## src/pkg/iesw_regs.svh

```systemverilog
`ifndef IESW_REGS_SVH
`define IESW_REGS_SVH

// clock and timing figures, times in ns
`define IESW_CLK_PERIOD_NS 20
`define IESW_MIN_EDGE_NS 200
`define IESW_FAULT_MIN_NS 20000000

// field widths of the state record
`define IESW_SYNC_W 7
`define IESW_HOLD_W 4
`define IESW_ELEC_W 10
`define IESW_FAULT_W 20

// bit positions inside the pin synchroniser vector
`define IESW_SB_FAULT 0
`define IESW_SB_REF 1
`define IESW_SB_NORTH 2
`define IESW_SB_SOUTH 3
`define IESW_SB_VARIANT 4
`define IESW_SB_PAT_LO 5
`define IESW_SB_PAT_HI 6

// steps per electrical commutation period and a third of it
`define IESW_PER_2 10'h168
`define IESW_PER_3 10'h0f0
`define IESW_PER_4 10'h0b4
`define IESW_THIRD_2 10'h078
`define IESW_THIRD_3 10'h050
`define IESW_THIRD_4 10'h03c

`endif

```

## src/pkg/iesw_pkg.sv

```systemverilog
`default_nettype none
`include "iesw_regs.svh"

package iesw_pkg;

  // quadrature phase, gray sequence a/b = 00,10,11,01
  typedef enum logic [1:0] {
    IESW_PH0 = 2'h0,
    IESW_PH1 = 2'h1,
    IESW_PH2 = 2'h2,
    IESW_PH3 = 2'h3
  } iesw_quad_ph_t;

  // block commutation pattern per revolution
  typedef enum logic [1:0] {
    IESW_POLE2 = 2'h0,
    IESW_POLE3 = 2'h1,
    IESW_POLE4 = 2'h2,
    IESW_POLE_RSVD = 2'h3
  } iesw_comm_pat_t;

  typedef struct packed {
    logic a;
    logic a_n;
    logic b;
    logic b_n;
    logic refp;
    logic refp_n;
  } iesw_incr_t;

  typedef struct packed {
    logic u;
    logic u_n;
    logic v;
    logic v_n;
    logic w;
    logic w_n;
  } iesw_comm_t;

  typedef struct packed {
    logic [`IESW_SYNC_W-1:0] sync1;
    logic [`IESW_SYNC_W-1:0] sync2;
    iesw_quad_ph_t ph;
    logic [`IESW_HOLD_W-1:0] hold;
    logic pend;
    logic pend_up;
    logic [`IESW_ELEC_W-1:0] elec;
    logic [`IESW_FAULT_W-1:0] fault_cnt;
    logic fault_n;
    iesw_incr_t incr;
    iesw_comm_t comm;
    logic lim1;
    logic lim2;
  } iesw_state_t;

endpackage

`default_nettype wire

```

## src/rtl/iesw_encoder_out.sv

```systemverilog
`timescale 1ns/100ps
`default_nettype none
`include "iesw_regs.svh"

module iesw_encoder_out #(
  parameter int FAULT_MIN_CYC =
    (`IESW_FAULT_MIN_NS + `IESW_CLK_PERIOD_NS - 1) / `IESW_CLK_PERIOD_NS
) (
  input wire logic sys_clk_i,
  input wire logic reset_n_i,
  input wire logic step_i,
  input wire logic dir_i,
  input wire logic ref_track_i,
  input wire logic light_fault_i,
  input wire logic north_magnet_i,
  input wire logic south_magnet_i,
  input wire logic single_ended_high_voltage_variant_i,
  input wire logic [1:0] comm_pattern_i,
  output iesw_pkg::iesw_incr_t incr_o,
  output iesw_pkg::iesw_comm_t comm_o,
  output logic fault_detect_n_o,
  output logic first_limit_output_o,
  output logic second_limit_output_o
);

  // least spacing between two output edges, rounded up to cycles
  localparam int EDGE_CYC =
    (`IESW_MIN_EDGE_NS + `IESW_CLK_PERIOD_NS - 1) / `IESW_CLK_PERIOD_NS;

  iesw_pkg::iesw_state_t st;
  iesw_pkg::iesw_state_t next_st;
  iesw_pkg::iesw_comm_pat_t pat;
  logic [`IESW_ELEC_W-1:0] per;
  logic [`IESW_ELEC_W-1:0] third;
  logic accept;
  logic move_up;
  logic variant;

  // electrical period length for the selected pattern
  function automatic logic [`IESW_ELEC_W-1:0] elec_period(input iesw_pkg::iesw_comm_pat_t p);
    case (p)
      iesw_pkg::IESW_POLE3: elec_period = `IESW_PER_3;
      iesw_pkg::IESW_POLE4: elec_period = `IESW_PER_4;
      default: elec_period = `IESW_PER_2;
    endcase
  endfunction

  function automatic logic [`IESW_ELEC_W-1:0] elec_third(input iesw_pkg::iesw_comm_pat_t p);
    case (p)
      iesw_pkg::IESW_POLE3: elec_third = `IESW_THIRD_3;
      iesw_pkg::IESW_POLE4: elec_third = `IESW_THIRD_4;
      default: elec_third = `IESW_THIRD_2;
    endcase
  endfunction

  // one track: high in the first half of its shifted period
  function automatic logic comm_bit(input logic [`IESW_ELEC_W-1:0] pos,
                                    input logic [`IESW_ELEC_W-1:0] off,
                                    input logic [`IESW_ELEC_W-1:0] p);
    logic [`IESW_ELEC_W:0] s;
    s = {1'b0, pos} + {1'b0, off};
    if (s >= {1'b0, p}) begin
      s = s - {1'b0, p};
    end
    comm_bit = (s < {2'h0, p[`IESW_ELEC_W-1:1]});
  endfunction

  // unknown pattern code falls back to two periods per turn
  assign pat = iesw_pkg::iesw_comm_pat_t'(st.sync2[`IESW_SB_PAT_HI:`IESW_SB_PAT_LO]);
  assign per = elec_period(pat);
  assign third = elec_third(pat);
  assign variant = st.sync2[`IESW_SB_VARIANT];

  // whole next state in one place
  always_comb begin
    next_st = st;
    // pins pass two flops; only sync2 is ever read
    next_st.sync1 = {comm_pattern_i, single_ended_high_voltage_variant_i, south_magnet_i,
                     north_magnet_i, ref_track_i, light_fault_i};
    next_st.sync2 = st.sync1;

    // edge spacing guard; one step may wait, more are dropped
    move_up = st.pend ? st.pend_up : dir_i;
    accept = (st.pend | step_i) && (st.hold == '0);
    if (st.hold != '0) begin
      next_st.hold = st.hold - `IESW_HOLD_W'(1);
    end
    if (accept) begin
      next_st.hold = `IESW_HOLD_W'(EDGE_CYC - 1);
      next_st.pend = st.pend & step_i;
      next_st.pend_up = dir_i;
      // forward walks 00,10,11,01 so b lags a
      if (move_up) begin
        next_st.ph = iesw_pkg::iesw_quad_ph_t'(st.ph + 2'h1);
      end else begin
        next_st.ph = iesw_pkg::iesw_quad_ph_t'(st.ph - 2'h1);
      end
    end else if (step_i && !st.pend) begin
      next_st.pend = 1'b1;
      next_st.pend_up = dir_i;
    end

    // electrical angle for commutation, wraps per period
    if (st.elec >= per) begin
      next_st.elec = '0;
    end else if (accept && move_up) begin
      next_st.elec = (st.elec == per - `IESW_ELEC_W'(1)) ? '0 : st.elec + `IESW_ELEC_W'(1);
    end else if (accept) begin
      next_st.elec = (st.elec == '0) ? per - `IESW_ELEC_W'(1) : st.elec - `IESW_ELEC_W'(1);
    end

    // incremental outputs from the gray phase
    next_st.incr.a = (next_st.ph == iesw_pkg::IESW_PH1) || (next_st.ph == iesw_pkg::IESW_PH2);
    next_st.incr.b = (next_st.ph == iesw_pkg::IESW_PH2) || (next_st.ph == iesw_pkg::IESW_PH3);
    // reference only in the quarter where both channels are high
    next_st.incr.refp = st.sync2[`IESW_SB_REF] && next_st.incr.a && next_st.incr.b;
    // single-ended variant leaves the complement drivers low
    next_st.incr.a_n = !variant && !next_st.incr.a;
    next_st.incr.b_n = !variant && !next_st.incr.b;
    next_st.incr.refp_n = !variant && !next_st.incr.refp;

    // three tracks 120 electrical degrees apart
    next_st.comm.u = comm_bit(st.elec, '0, per);
    next_st.comm.v = comm_bit(st.elec, per - third, per);
    next_st.comm.w = comm_bit(st.elec, per - third - third, per);
    next_st.comm.u_n = !next_st.comm.u;
    next_st.comm.v_n = !next_st.comm.v;
    next_st.comm.w_n = !next_st.comm.w;

    // fault stretch: a short glitch still gives a full-width pulse
    if (st.sync2[`IESW_SB_FAULT]) begin
      next_st.fault_n = 1'b0;
      next_st.fault_cnt = `IESW_FAULT_W'(FAULT_MIN_CYC - 1);
    end else if (st.fault_cnt != '0) begin
      next_st.fault_n = 1'b0;
      next_st.fault_cnt = st.fault_cnt - `IESW_FAULT_W'(1);
    end else begin
      next_st.fault_n = 1'b1;
    end

    // limit sensors, each bound to one magnet polarity
    next_st.lim1 = st.sync2[`IESW_SB_NORTH];
    next_st.lim2 = st.sync2[`IESW_SB_SOUTH];
  end

  // state register, synchronous active-low reset
  always_ff @(posedge sys_clk_i) begin
    if (!reset_n_i) begin
      st <= '0;
      st.fault_n <= 1'b1;
      // tracks start at angle zero so no all-low pattern leaks out of reset
      st.comm.u <= 1'b1;
      st.comm.v_n <= 1'b1;
      st.comm.w <= 1'b1;
    end else begin
      st <= next_st;
    end
  end

  assign incr_o = st.incr;
  assign comm_o = st.comm;
  assign fault_detect_n_o = st.fault_n;
  assign first_limit_output_o = st.lim1;
  assign second_limit_output_o = st.lim2;

  // helper: length of the current fault-low stretch
  logic [`IESW_FAULT_W-1:0] low_len;
  always_ff @(posedge sys_clk_i) begin
    if (!reset_n_i || st.fault_n) begin
      low_len <= '0;
    end else if (low_len != '1) begin
      low_len <= low_len + `IESW_FAULT_W'(1);
    end
  end

  // helper: cycles since the last channel edge, saturating
  // a counter keeps the spacing check cheap instead of a long repetition
  logic [1:0] ab_prev;
  logic [`IESW_HOLD_W-1:0] gap;
  always_ff @(posedge sys_clk_i) begin
    if (!reset_n_i) begin
      ab_prev <= '0;
      gap <= '1;
    end else begin
      ab_prev <= {st.incr.a, st.incr.b};
      if ({st.incr.a, st.incr.b} != ab_prev) begin
        gap <= '0;
      end else if (gap != '1) begin
        gap <= gap + `IESW_HOLD_W'(1);
      end
    end
  end
endmodule // iesw_encoder_out

`default_nettype wire
```

## config.mk

```make
export PLATFORM = sky130hd
export DESIGN_NAME = iesw_encoder_out
export DESIGN_NICKNAME = d
export VERILOG_FILES = /design/src/pkg/iesw_pkg.sv /design/src/rtl/iesw_encoder_out.sv
export VERILOG_INCLUDE_DIRS = /design/src /design/src/pkg
export SDC_FILE = /design/constraint.sdc
export NUM_CORES = 1
export LEC_CHECK = 0
export BUFFER_PORTS_ARGS = -buffer_cell sky130_fd_sc_hd__buf_2
export CORE_AREA = 4 4 118 120
export DETAILED_ROUTE_END_ITERATION = 10
export DIE_AREA = 0 0 122 124
export HOLD_SLACK_MARGIN = 0.02
export SYNTH_ARGS = -nofsm -noshare
export SYNTH_HDL_FRONTEND = slang
export SYNTH_SLANG_ARGS = --single-unit
```

## constraint.sdc

```tcl
create_clock -name sys_clk_i -period 5.25 [get_ports sys_clk_i]
set_input_delay 0.525 -clock sys_clk_i [delete_from_list [all_inputs] [get_ports sys_clk_i]]
set_output_delay 0.525 -clock sys_clk_i [all_outputs]
set_load 0.01 [all_outputs]
```

==> results.cfg <==
[outcome]
status = complete, no violations

[die]
die_w_um = 122
start_util = 0.393
fp.coreArea_sq_mm = 0.0130
dieArea_sq_mm = 0.0151
rows = 42
top_level_ports = 26
fp.dieH_um = 124

[route]
postRouteAntennaNets = 0
vias = 4435
first_pass_iters = 4
drtIter0Drc = 211
wire_per_inst_um = 15.0
drc = 0
drt_wl_total_mm = 12.3
via_per_inst = 5.43

[clock_tree]
ctsHtreeMaxLevel = 3
cts_hold_repair.buffers = 0
cts-root-buf = clkbuf_16
cts.clk_slew.worst_paths_ns = 0.06
cts_buffer_depth = 2
clkLatencyLatePin_ns = 0.33
cts_buffers = 9
tritoncts = yes
clock-sinks = 67

[layout]
multiInputGateArea_sq_mm = 0.00349
fillCellCount = 1289
diodes = 0
regArea_sq_mm = 0.00134
drive_above_1_share = 0.119
design_area_sq_mm = 0.00570
nets = 709
area_growth_pct = 11.6

[global_routing]
antenna_found_initial = 0
grt_max_degree = 29
grt_pass1_wl_mm = 20.3
grt_usage = 0.166
first_global_vias = 4443
globalRouteOverflowTotal = 0

[logic_synthesis]
synth_edf_count = 0
seq_area_frac_synth = 0.263
ys_async_sr_fraction = 0
synth_seq_cells = 67
ys_warn_count = 0
synth_cell_type_count = 68
synth_area_per_cell_sq_um = 8.22
syn_inst = 621
syn_nets = 694
synth_ff_type = dfxtp_1
syn_area_sq_mm = 0.00511

[critical_path]
r2r_cells = 22
cp.required_ns = 5.47
worstSetupEndpointType = flip-flop
cp_max_fo = 9
cp_data_arrival_time_ns = 5.17
critical_path_class = reg2reg
crit_path_start_kind = flip-flop

[worst_hold_path]
hp-class = in2reg
holdPathStages = 2

[placement]
placed_area_sq_mm = 0.00536
hpwlAfterDp_mm = 9.11
port_buffers = 25
gp_congestion = 0.886

[timing]
finalHoldViolCount = 0
finClkSkew_ns = 0.00821
timing.fmax_ghz = 0.202
min_period_over_period = 0.942
max_slew_margin = 0.490
finalSetupTns_ns = 0
fin_crit_ns = 4.95
slew_viol_final = 0
setup_viol = 0
worst_slew_pin_slew_ns = 0.746

[run]
drv_cap = 0
-- worst paths after layout --
path         slack (ns)                   start                endpoint
max                0.30       pat[0]$_SDFF_PN0_    comm_o[0]$_SDFF_PN0_
min                0.40       comm_pattern_i[0]  next_st[58]$_SDFF_PN0_
max reg2reg        0.30       pat[0]$_SDFF_PN0_    comm_o[0]$_SDFF_PN0_
min reg2reg        0.44  next_st[55]$_SDFF_PN0_   next_st[1]$_SDFF_PN0_
-- synth_stat cells, types with 3 or more instances --
cell type,instances,area share
o211ai_1,4,0.0059
a21oi_1,50,0.049
nor3_1,13,0.013
xor2_1,13,0.022
nor2b_1,11,0.013
or2_2,3,0.0037
ha_1,57,0.14
o32ai_1,4,0.0069
a22oi_1,3,0.0044
mux2_2,4,0.0088
fa_1,5,0.020
and2_1,22,0.027
buf_4,12,0.018
nand3_1,12,0.012
nor4_1,9,0.011
nand2b_1,10,0.012
nand2_1,35,0.026
clkbuf_1,16,0.012
inv_1,34,0.025
nand4_1,6,0.0074
buf_2,5,0.0049
mux2i_1,6,0.012
o31a_1,3,0.0051
a211oi_1,8,0.012
nor3b_1,8,0.012
or3_1,4,0.0049
o21ai_0,32,0.031
a21o_1,9,0.013
o21a_1,5,0.0074
o31ai_1,3,0.0044
xnor2_1,36,0.062
a31oi_1,5,0.0061
nor2_1,59,0.043
dfxtp_1,67,0.26
and3_1,9,0.011
-- critical path, stage by stage (launching register included) --
cell,delay [ns]
dfxtp_1,0.38
inv_1,0.09
ha_1,0.22
inv_1,0.08
ha_1,0.35
a21oi_1,0.31
o21ai_0,0.17
xor2_1,0.30
ha_1,0.35
and2_1,0.23
a221o_1,0.35
a31oi_4,0.25
nand3_4,0.15
nor2_1,0.13
a21oi_1,0.05
ha_1,0.29
a21o_1,0.18
a31o_2,0.21
and3_1,0.17
nand4_1,0.08
a31oi_1,0.09
o21a_1,0.19
o31a_1,0.23
-- timing repair --
action | 4_1_cts | 5_1_grt
setup buffers | 0 | 1
endpoints found under the setup margin | 0 | 4
gates resized for setup | 0 | 9
-- final cells by class --
type / instances / share of cell area
clock inverter: 6 / 0.0114
clock buffer: 10 / 0.0402
multi-input combinational: 486 / 0.613
inverter: 34 / 0.0224
timing repair buffer: 38 / 0.0391
tap: 176 / 0.0386
sequential: 67 / 0.235
-- state kept, by name, indices dropped and copies added (netlist names) --
signal	flops
second_limit_output_o	1
st	41
next_st	9
incr_o	6
fault_detect_n_o	1
first_limit_output_o	1
comm_o	6
pat	2
-- cell families (layout without fill, tap and decap cells) --
family | count (synthesis) | in the layout | share of synthesized area
simple gates | 214 | 214 | 0.221
compound gates | 151 | 151 | 0.191
buf+inv | 68 | 88 | 0.0615
flops | 67 | 67 | 0.263
fa+ha+maj | 62 | 62 | 0.159
xor+xnor | 49 | 49 | 0.0840
mux | 10 | 10 | 0.0206
-- metal layers --
metal	global-route usage	vias up	wire length, um	part of all wire
li1	-	2223	-	-
met4	0.0651	0	229	0.019
met3	0.0295	20	448	0.037
met1	0.203	2103	5560	0.45
met2	0.290	89	6020	0.49
met5	0	-	0	0
-- metrics by stage --
step | hold slack, ns | utilization | setup WS, ns | std cells
4_1_cts | 0.389 | 0.435 | 0.0954 | 816
6_report | 0.400 | 0.439 | 0.303 | 817
3_5_place_dp | 0.419 | 0.413 | 0.121 | 800
2_1_floorplan | 0.412 | - | 0.445 | 621
5_1_grt | 0.396 | 0.439 | -0.00604 | 817
3_3_place_gp | 0.413 | 0.413 | 0.293 | 800
-- cell usage in the layout (no fill, tap or decap), types with 5 or more instances in the layout --
cell       synthesis  layout
buf_2              5      25
nor2_1            59      58
a21oi_1           50      50
nor4_1             9       9
buf_4             12      13
xor2_1            13      13
nor3_1            13      13
nor3b_1            8       8
o21ai_0           32      32
and2_1            22      22
a211oi_1           8       7
o21a_1             5       5
nand3_1           12      11
mux2i_1            6       6
inv_1             34      34
nor2b_1           11      11
dfxtp_1           67      67
a31oi_1            5       5
nand2_1           35      35
xnor2_1           36      36
and3_1             9       9
a21o_1             9       9
nand2b_1          10      10
nand4_1            6       6
clkbuf_16          0       9
fa_1               5       5
ha_1              57      56
Power is not shown: default switching activity piles up to over one toggle a cycle in this logic, so the estimate is an artifact.
